--- config.mk ---
export PLATFORM = sky130hd
export DESIGN_NAME = flash_host_ctl
export DESIGN_NICKNAME = d
export VERILOG_FILES = /design/src/shared/flash_ctl_pkg.sv /design/src/logic/flash_host_ctl.sv /design/src/logic/pin_sync.sv
export VERILOG_INCLUDE_DIRS = /design/src /design/src/shared
export SDC_FILE = /design/constraint.sdc
export NUM_CORES = 1
export LEC_CHECK = 0
export BUFFER_PORTS_ARGS = -buffer_cell sky130_fd_sc_hd__buf_4
export CORE_UTILIZATION = 51
export DETAILED_ROUTE_END_ITERATION = 12
export GPL_ROUTABILITY_DRIVEN = 0
export PLACE_DENSITY = 0.76
export SETUP_SLACK_MARGIN = 0.3
export SYNTH_ARGS = -nofsm -noshare
export SYNTH_HDL_FRONTEND = slang
export SYNTH_HIERARCHICAL = 1
export SYNTH_SLANG_ARGS = --single-unit
--- constraint.sdc ---
create_clock -name clk_sys_in -period 2.1 [get_ports clk_sys_in]
set_input_delay 0.21 -clock clk_sys_in [delete_from_list [all_inputs] [get_ports clk_sys_in]]
set_output_delay 0.21 -clock clk_sys_in [all_outputs]
set_load 0.05 [all_outputs]
--- src/shared/flash_ctl_regs.svh ---
// Register offsets, field positions and timing figures of the flash host controller
`ifndef FLASH_CTL_REGS_SVH
`define FLASH_CTL_REGS_SVH

// Flash geometry
`define FL_ADDR_W      21
`define FL_DATA_W      8
`define FL_SECT_MSB    20
`define FL_SECT_LSB    16
`define FL_POLL_BIT    7
`define FL_TOGGLE_BIT  6

// APB register byte offsets
`define REG_CTRL       8'h00
`define REG_ADDR       8'h04
`define REG_WDATA      8'h08
`define REG_RDATA      8'h0C
`define REG_STATUS     8'h10
`define REG_INT_STAT   8'h14
`define REG_INT_MASK   8'h18
`define REG_CFG        8'h1C

// CTRL operation codes, bits 2:0
`define OP_W           3
`define OP_WRITE       3'h1
`define OP_READ        3'h2
`define OP_POLL        3'h3
`define OP_RESET       3'h4
`define OP_WAIT_RDY    3'h5

// STATUS fields
`define ST_BUSY        0
`define ST_RDY         1
`define ST_TMO         2
`define ST_SECT_LSB    8
`define ST_SECT_MSB    12

// Interrupt bits
`define INT_W          4
`define INT_DONE       0
`define INT_TMO        1
`define INT_RDY        2
`define INT_REFUSED    3

// CFG fields
`define CFG_KEEP_SEL   0

// Timing
`define T_CLK_NS       20
`define T_ACCESS_NS    120
`define ACC_CYC        ((`T_ACCESS_NS + `T_CLK_NS - 1) / `T_CLK_NS)
`define SYNC_LAT       4
`define SETTLE_CYC     4
`define CNT_W          16
`define TMO_W          24
`endif

--- src/shared/flash_ctl_pkg.sv ---
// Types shared by the flash host controller
`include "flash_ctl_regs.svh"
package flash_ctl_pkg;
    typedef enum logic [5:0] {
        S_IDLE  = 6'h01,
        S_SETUP = 6'h02,
        S_PULSE = 6'h04,
        S_REC   = 6'h08,
        S_RSTP  = 6'h10,
        S_WAIT  = 6'h20
    } state_e;

    typedef struct packed {
        logic [`FL_ADDR_W-1:0] addr;
        logic [`FL_DATA_W-1:0] dq;
        logic                  dq_oe;
        logic                  ce_n;
        logic                  we_n;
        logic                  oe_n;
        logic                  rst_n;
    } pins_s;

    typedef struct packed {
        state_e                state;
        logic [`CNT_W-1:0]     cnt;
        logic [`TMO_W-1:0]     tmo;
        logic [`OP_W-1:0]      op;
        pins_s                 pin;
        logic [`FL_ADDR_W-1:0] addr_reg;
        logic [`FL_DATA_W-1:0] wdata_reg;
        logic [`FL_DATA_W-1:0] rdata;
        logic [`FL_DATA_W-1:0] prev;
        logic                  first;
        logic                  busy;
        logic                  tmo_flag;
        logic                  rdy_prev;
        logic                  keep_sel;
        logic [`INT_W-1:0]     int_stat;
        logic [`INT_W-1:0]     int_mask;
    } st_s;
endpackage

--- src/logic/flash_host_ctl.sv ---
// APB-controlled host engine that drives a parallel NOR flash through its pins
// Functional notes
// - Separate active-low select, write, output enable
// - Commands are plain write cycles to flash
// - Erase suspend and resume by host command
// - Unlock bypass allows shortened program sequences
// - Deselected flash enters standby, reselect reads
//
// Chosen here: the placing of the registers and the APB interface to the registers.
`timescale 1ns/10ps
module flash_host_ctl #(
    parameter int                RST_PULSE_CYC = 25,
    parameter logic [`TMO_W-1:0] TIMEOUT_CYC   = 24'hFFFFFF
) (
    // Clock and reset
    input  wire logic                  clk_sys_in,
    input  wire logic                  nrst_in,
    // APB slave
    input  wire logic                  psel_in,
    input  wire logic                  penable_in,
    input  wire logic                  pwrite_in,
    input  wire logic [7:0]            paddr_in,
    input  wire logic [31:0]           pwdata_in,
    output logic      [31:0]           prdata_out,
    output logic                       pready_out,
    output logic                       pslverr_out,
    // Interrupt
    output logic                       irq_out,
    // Flash pins
    output logic      [`FL_ADDR_W-1:0] fl_addr_out,
    input  wire logic [`FL_DATA_W-1:0] byte_data_lines_in,
    output logic      [`FL_DATA_W-1:0] byte_data_lines_out,
    output logic                       byte_data_lines_oe_out,
    output logic                       fl_ce_n_out,
    output logic                       fl_we_n_out,
    output logic                       fl_oe_n_out,
    output logic                       fl_reset_n_out,
    input  wire logic                  op_done_indicator_n_in
);
    localparam logic [`CNT_W-1:0] ACC_C = `CNT_W'(`ACC_CYC);
    localparam logic [`CNT_W-1:0] RD_C  = `CNT_W'(`ACC_CYC + `SYNC_LAT);
    localparam logic [`CNT_W-1:0] RST_C = `CNT_W'(RST_PULSE_CYC);

    flash_ctl_pkg::st_s st_r;
    flash_ctl_pkg::st_s st_nxt;

    logic [`FL_DATA_W:0] sync_q;
    logic [`FL_DATA_W-1:0] dq_s;
    logic                rdy_s;
    logic                apb_wr;
    logic                apb_rd;
    logic                mapped;
    logic [`INT_W-1:0]   ev;

    pin_sync #(
        .W       (`FL_DATA_W + 1),
        .RST_VAL ('1)
    ) u_sync (
        .clk_sys_in (clk_sys_in),
        .nrst_in    (nrst_in),
        .pins_in    ({op_done_indicator_n_in, byte_data_lines_in}),
        .pins_out   (sync_q)
    );
    assign dq_s  = sync_q[`FL_DATA_W-1:0];
    assign rdy_s = sync_q[`FL_DATA_W];

    assign apb_wr = psel_in && penable_in && pwrite_in;
    assign apb_rd = psel_in && penable_in && !pwrite_in;
    assign mapped = (paddr_in[1:0] == 2'h0) && (paddr_in <= `REG_CFG);

    always_comb begin
        st_nxt = st_r;
        ev     = '0;
        if (st_r.tmo != '0) begin
            st_nxt.tmo = st_r.tmo - `TMO_W'(1);
        end
        if (st_r.cnt != '0) begin
            st_nxt.cnt = st_r.cnt - `CNT_W'(1);
        end
        st_nxt.rdy_prev = rdy_s;
        ev[`INT_RDY] = rdy_s && !st_r.rdy_prev;
        if (apb_wr) begin
            case (paddr_in)
                `REG_ADDR:     st_nxt.addr_reg = pwdata_in[`FL_ADDR_W-1:0];
                `REG_WDATA:    st_nxt.wdata_reg = pwdata_in[`FL_DATA_W-1:0];
                `REG_INT_MASK: st_nxt.int_mask = pwdata_in[`INT_W-1:0];
                `REG_CFG:      st_nxt.keep_sel = pwdata_in[`CFG_KEEP_SEL];
                default: ;
            endcase
        end
        case (st_r.state)
            flash_ctl_pkg::S_IDLE: begin
                st_nxt.pin.we_n  = 1'b1;
                st_nxt.pin.oe_n  = 1'b1;
                st_nxt.pin.dq_oe = 1'b0;
                st_nxt.pin.rst_n = 1'b1;
                // Deselecting between operations puts the flash in standby
                st_nxt.pin.ce_n  = !st_r.keep_sel;
                if (apb_wr && paddr_in == `REG_CTRL) begin
                    st_nxt.op       = pwdata_in[`OP_W-1:0];
                    st_nxt.tmo      = TIMEOUT_CYC;
                    st_nxt.tmo_flag = 1'b0;
                    st_nxt.first    = 1'b1;
                    st_nxt.busy     = 1'b1;
                    st_nxt.pin.addr = st_r.addr_reg;
                    st_nxt.pin.dq   = st_r.wdata_reg;
                    case (pwdata_in[`OP_W-1:0])
                        `OP_WRITE, `OP_READ, `OP_POLL: st_nxt.state = flash_ctl_pkg::S_SETUP;
                        `OP_RESET: begin
                            st_nxt.state     = flash_ctl_pkg::S_RSTP;
                            st_nxt.pin.rst_n = 1'b0;
                            st_nxt.pin.ce_n  = 1'b1;
                            st_nxt.cnt       = RST_C - `CNT_W'(1);
                        end
                        `OP_WAIT_RDY: begin
                            st_nxt.state = flash_ctl_pkg::S_WAIT;
                            st_nxt.cnt   = `CNT_W'(`SETTLE_CYC);
                        end
                        default: begin
                            st_nxt.busy = 1'b0;
                            ev[`INT_REFUSED] = 1'b1;
                        end
                    endcase
                end
            end
            flash_ctl_pkg::S_SETUP: begin
                st_nxt.pin.ce_n = 1'b0;
                st_nxt.state    = flash_ctl_pkg::S_PULSE;
                if (st_r.op == `OP_WRITE) begin
                    // Suspend, resume, bypass and unlock steps all leave as plain writes
                    st_nxt.pin.we_n  = 1'b0;
                    st_nxt.pin.dq_oe = 1'b1;
                    st_nxt.cnt       = ACC_C - `CNT_W'(1);
                end else begin
                    st_nxt.pin.oe_n = 1'b0;
                    st_nxt.cnt      = RD_C - `CNT_W'(1);
                end
            end
            flash_ctl_pkg::S_PULSE: begin
                if (st_r.cnt == '0) begin
                    st_nxt.pin.we_n = 1'b1;
                    st_nxt.pin.oe_n = 1'b1;
                    st_nxt.state    = flash_ctl_pkg::S_REC;
                    if (st_r.op != `OP_WRITE) begin
                        st_nxt.rdata = dq_s;
                    end
                end
            end
            flash_ctl_pkg::S_REC: begin
                // Data stays driven one cycle past the write strobe for hold time
                st_nxt.pin.dq_oe = 1'b0;
                st_nxt.state     = flash_ctl_pkg::S_IDLE;
                st_nxt.busy      = 1'b0;
                ev[`INT_DONE]    = 1'b1;
                if (st_r.op == `OP_POLL) begin
                    st_nxt.prev  = st_r.rdata;
                    st_nxt.first = 1'b0;
                    if (!st_r.first && st_r.rdata[`FL_TOGGLE_BIT] == st_r.prev[`FL_TOGGLE_BIT]) begin
                        st_nxt.state = flash_ctl_pkg::S_IDLE;
                    end else if (st_r.tmo == '0) begin
                        // A poll that runs out reports the timeout only, never completion
                        st_nxt.tmo_flag = 1'b1;
                        ev[`INT_TMO]    = 1'b1;
                        ev[`INT_DONE]   = 1'b0;
                    end else begin
                        st_nxt.state  = flash_ctl_pkg::S_SETUP;
                        st_nxt.busy   = 1'b1;
                        ev[`INT_DONE] = 1'b0;
                    end
                end
            end
            flash_ctl_pkg::S_RSTP: begin
                if (st_r.cnt == '0) begin
                    st_nxt.pin.rst_n = 1'b1;
                    st_nxt.state     = flash_ctl_pkg::S_IDLE;
                    st_nxt.busy      = 1'b0;
                    ev[`INT_DONE]    = 1'b1;
                end
            end
            flash_ctl_pkg::S_WAIT: begin
                if (st_r.cnt == '0 && (rdy_s || st_r.tmo == '0)) begin
                    st_nxt.state    = flash_ctl_pkg::S_IDLE;
                    st_nxt.busy     = 1'b0;
                    st_nxt.tmo_flag = !rdy_s;
                    ev[`INT_DONE]   = rdy_s;
                    ev[`INT_TMO]    = !rdy_s;
                end
            end
            default: st_nxt.state = flash_ctl_pkg::S_IDLE;
        endcase
        if (apb_wr && paddr_in == `REG_CTRL && st_r.state != flash_ctl_pkg::S_IDLE) begin
            ev[`INT_REFUSED] = 1'b1;
        end
        // A new event beats the clear-on-read in the same cycle
        if (apb_rd && paddr_in == `REG_INT_STAT) begin
            st_nxt.int_stat = ev;
        end else begin
            st_nxt.int_stat = st_r.int_stat | ev;
        end
    end

    always_ff @(posedge clk_sys_in or negedge nrst_in) begin
        if (!nrst_in) begin
            st_r           <= '0;
            st_r.state     <= flash_ctl_pkg::S_IDLE;
            st_r.pin.ce_n  <= 1'b1;
            st_r.pin.we_n  <= 1'b1;
            st_r.pin.oe_n  <= 1'b1;
            st_r.pin.rst_n <= 1'b1;
            st_r.rdy_prev  <= 1'b1;
        end else begin
            st_r <= st_nxt;
        end
    end

    always_comb begin
        prdata_out = 32'h0000_0000;
        case (paddr_in)
            `REG_CTRL:     prdata_out[`OP_W-1:0] = st_r.op;
            `REG_ADDR:     prdata_out[`FL_ADDR_W-1:0] = st_r.addr_reg;
            `REG_WDATA:    prdata_out[`FL_DATA_W-1:0] = st_r.wdata_reg;
            `REG_RDATA:    prdata_out[`FL_DATA_W-1:0] = st_r.rdata;
            `REG_STATUS: begin
                prdata_out[`ST_BUSY] = st_r.busy;
                prdata_out[`ST_RDY]  = rdy_s;
                prdata_out[`ST_TMO]  = st_r.tmo_flag;
                prdata_out[`ST_SECT_MSB:`ST_SECT_LSB] = st_r.addr_reg[`FL_SECT_MSB:`FL_SECT_LSB];
            end
            `REG_INT_STAT: prdata_out[`INT_W-1:0] = st_r.int_stat;
            `REG_INT_MASK: prdata_out[`INT_W-1:0] = st_r.int_mask;
            `REG_CFG:      prdata_out[`CFG_KEEP_SEL] = st_r.keep_sel;
            default: ;
        endcase
    end

    assign pready_out             = 1'b1;
    assign pslverr_out            = psel_in && penable_in && !mapped;
    assign irq_out                = |(st_r.int_stat & st_r.int_mask);
    assign fl_addr_out            = st_r.pin.addr;
    assign byte_data_lines_out    = st_r.pin.dq;
    assign byte_data_lines_oe_out = st_r.pin.dq_oe;
    assign fl_ce_n_out            = st_r.pin.ce_n;
    assign fl_we_n_out            = st_r.pin.we_n;
    assign fl_oe_n_out            = st_r.pin.oe_n;
    assign fl_reset_n_out         = st_r.pin.rst_n;
endmodule // flash_host_ctl

--- src/logic/pin_sync.sv ---
// Three-stage synchroniser for flash pins; output moves once stages two and three agree
`timescale 1ns/10ps
module pin_sync #(
    parameter int          W       = 9,
    parameter logic [W-1:0] RST_VAL = '1
) (
    // Clock and reset
    input  wire logic         clk_sys_in,
    input  wire logic         nrst_in,
    // Pins
    input  wire logic [W-1:0] pins_in,
    output logic      [W-1:0] pins_out
);
    typedef struct packed {
        logic [W-1:0] s1;
        logic [W-1:0] s2;
        logic [W-1:0] s3;
        logic [W-1:0] q;
    } sync_s;

    sync_s st_r;
    sync_s st_nxt;

    always_comb begin
        st_nxt    = st_r;
        st_nxt.s1 = pins_in;
        st_nxt.s2 = st_r.s1;
        st_nxt.s3 = st_r.s2;
        // Stage one feeds only stage two; the agreement test looks at two and three
        st_nxt.q  = (st_r.s2 & st_r.s3) | (st_r.q & (st_r.s2 ^ st_r.s3));
    end

    always_ff @(posedge clk_sys_in or negedge nrst_in) begin
        if (!nrst_in) begin
            st_r <= {4{RST_VAL}};
        end else begin
            st_r <= st_nxt;
        end
    end

    assign pins_out = st_r.q;
endmodule // pin_sync

==> results.py <==
metrics = {
    "sta": {
        "fmax_mhz": 476.1,
        "slew_violations": 0,
        "whs_ns": 0.01750,
        "fin_setup_tns_ns": -0.0006191,
        "min_period_over_period": 1.000,
        "setup-violations-final": 1,
        "rsz0062_at_grt": "yes",
        "skew_ns": 0.009264,
        "finalCriticalPeriod_ns": 2.101,
        "hold_viol_final": 0,
        "fin_ws_ns": -0.0006191,
    },
    "cells_and_area": {
        "antenna_cells": 0,
        "final-seq-area_um2": 4313,
        "drive_gt1_frac": 0.4800,
        "nets": 955,
        "multi_input_area_um2": 3869,
        "syn2layout_area_growth_pct": 37.83,
        "finalInstanceArea_um2": 10830,
        "nFillCells": 929,
    },
    "floorplan": {
        "die_w_um": 126.1,
        "fp.dieArea_um2": 15900,
        "io_pins": 123,
        "die_h_um": 126.1,
        "rows": 44,
        "start_util": 0.5324,
        "fp.coreArea_um2": 14750,
    },
    "setup_path": {
        "criticalPathCategory": "reg -> reg",
        "end_kind": "flop",
        "cp_max_fo": 6,
        "worstRegToRegCells": 6,
        "startpoint_type": "flop",
        "crit_required_ns": 2.41,
        "cp_data_arrival_time_ns": 2.41,
    },
    "synth": {
        "synth_cell_types": 63,
        "yosysMostFrequentCell": "nand2_1",
        "synth_area_um2": 7855,
        "yosys_warnings": 6,
        "synth_top_area_cell": "dfrtp_1",
        "yosys-top-cells-area": "dfrtp_1 41%, dfstp_2 14%, nand2_1 6.2%",
        "ys_seq_area_frac": 0.5483,
        "synthArstFlopShare": 1.000,
        "ys_ff_latch": 170,
        "ys_top_cells_by_count": "130 x nand2_1, 128 x dfrtp_1, 50 x buf_4, 42 x dfstp_2, 35 x mux2_2",
        "synthFlopType": "dfrtp_1",
        "synth.avg_cell_area_um2": 10.67,
        "yosys.area.top_type_share": 0.4078,
        "syn_inst": 736,
        "synth_edf_count": 0,
    },
    "placement": {
        "io_buffers": 99,
        "placed_area_um2": 8991,
        "dp_hpwl_um": 12490,
        "dp_slack_ns": -0.1048,
    },
    "grt": {
        "grt_usage": 0.2612,
        "grt.busiest_layer": "met2",
        "met3_usage": 0.05310,
        "antenna_found_initial": 0,
        "first_global_vias": 6442,
        "grt_pass1_wl_um": 32600,
        "grt_util_met2": 0.4374,
        "grt-ovfl-total": 0,
        "grt_use_met1": 0.3351,
        "grt_max_degree": 62,
    },
    "clock_tree": {
        "cts_made_buffers": 17,
        "cts_tree": "built",
        "clockRootBuffer": "clkbuf_16",
        "htree_levels": 4,
        "clockBufferDepth": 2,
        "path_clk_slew_ns": 0.06,
        "cts_sinks": 170,
        "clk_latency_ns": 0.43,
    },
    "power_and_ir_drop": {
        "p_leak_nw": 4.972,
        "total_power_mw": 8.926,
        "p_per_area_nw_per_um2": 824.5,
        "max-vdd-ir-drop_mv": 0.7897,
    },
    "hold_path": {
        "hold_path_depth": 2,
        "hold_class": "in -> reg",
    },
    "drt": {
        "route.detailed.drc": 0,
        "totalWireLength_um": 20890,
        "first_pass_iters": 7,
        "avgRoutedWirePerCell_um": 19.24,
        "via_count": 6351,
        "drt_iter0_markers": 536,
        "drtAntennaViolNets": 0,
        "via_per_inst": 5.848,
    },
    "flow_run": {
        "cap_viol_max_count": 0,
    },
    "status": {
        "status": "complete, but fails checks",
        "violations": "setup timing",
    },
}
-- cell type report --
cell class	count	area share
Inverter	12	0.004507
Tap cell	184	0.02126
Timing Repair Buffer	195	0.1620
Clock buffer	22	0.04981
Sequential cell	170	0.3984
Multi-Input combinational cell	493	0.3573
Clock inverter	10	0.006703
-- through the flow --
stage	util	std cells
2_1_floorplan	-	746
3_3_place_gp	0.6094	997
3_5_place_dp	0.6094	997
4_1_cts	0.6985	1071
5_1_grt	0.7338	1086
6_report	0.7338	1086
-- registers in the layout (all words and copies together) (netlist names) --
name                    cells
st_r                      100
fl_addr_out                21
u_sync/st_nxt              18
u_sync/pins_out             9
u_sync/st_r                 9
byte_data_lines_out         8
byte_data_lines_oe_out      1
fl_ce_n_out                 1
fl_oe_n_out                 1
fl_reset_n_out              1
fl_we_n_out                 1
-- logic make-up after synthesis --
| family | after synthesis | share of synthesized area |
|---|---|---|
| simple gates | 300 | 0.1905 |
| flops | 170 | 0.5483 |
| compound gates | 104 | 0.09016 |
| buf+inv | 83 | 0.06483 |
| mux | 45 | 0.06387 |
| xor+xnor | 20 | 0.02230 |
| fa+ha+maj | 12 | 0.01911 |
| other cells | 2 | 0.0009561 |
-- where the power goes --
group	switching [mW]	leakage [nW]	total [mW]	internal (mW)
registers	0.369	2.08	3.98	3.61
logic	0.942	2.58	1.80	0.853
clock network	1.31	0.304	3.15	1.84
-- placed cells by master, fill, tap and decap left out, drive strengths merged, types with 5 or more instances in the layout --
master       synthesis  layout
a21o                12      12
inv                 12      14
conb                 2      12
nand3               20      20
nor4                16      16
buf                 58     184
o21ai               24      24
clkinv               0       6
a21oi               18      18
o211ai               5       5
and2                16      16
dlygate4sd3          0      11
nand2b               8       8
nand4                9       9
nand3b               5       5
xnor2                9       9
dfrtp              128     128
dfstp               42      42
nand2              130     130
a22o                 5       5
mux2                41      41
nor2                33      33
xor2                11      11
ha                  12      12
a22oi               12      12
or3                 11      11
nor3                20      20
o31ai                7       7
or4                 13      13
clkbuf              13      22
-- final timing paths --
path | start | end | slack, ns
max | st_r[102] | st_r[118] | -0.0006
min | pwdata_in[13] | st_r[50] | 0.02
max reg2reg | st_r[102] | st_r[118] | -0.0006
min reg2reg | u_sync/st_nxt[23] | u_sync/st_nxt[14] | 0.36
max in group asynchronous | nrst_in | u_sync/st_nxt[22] | 1.08
min in group asynchronous | nrst_in | st_r[108] | 0.29
-- worst max-delay path: stages (launching register included) --
cell and delay, ns:
dfrtp_1 0.46, nor4_2 0.46, nand4_1 0.30, o21ai_2 0.27, buf_4 0.15, nor4_2 0.04
mux2_1 0.31
-- what timing repair did --
item,CTS,global route
setup endpoints to repair,114,81
hold buffers,11,0
pin swaps,40,52
buffers inserted,29,15
cloned,2,0
resized for setup,83,94
hold endpoints to repair,41,0
-- metal layers --
metal  share of wire  wire length [um]
met1            0.40              8450
met2            0.51             10690
met3           0.058              1203
met4           0.026               553
met5               0                 0
(Power assumes the default switching activity.)
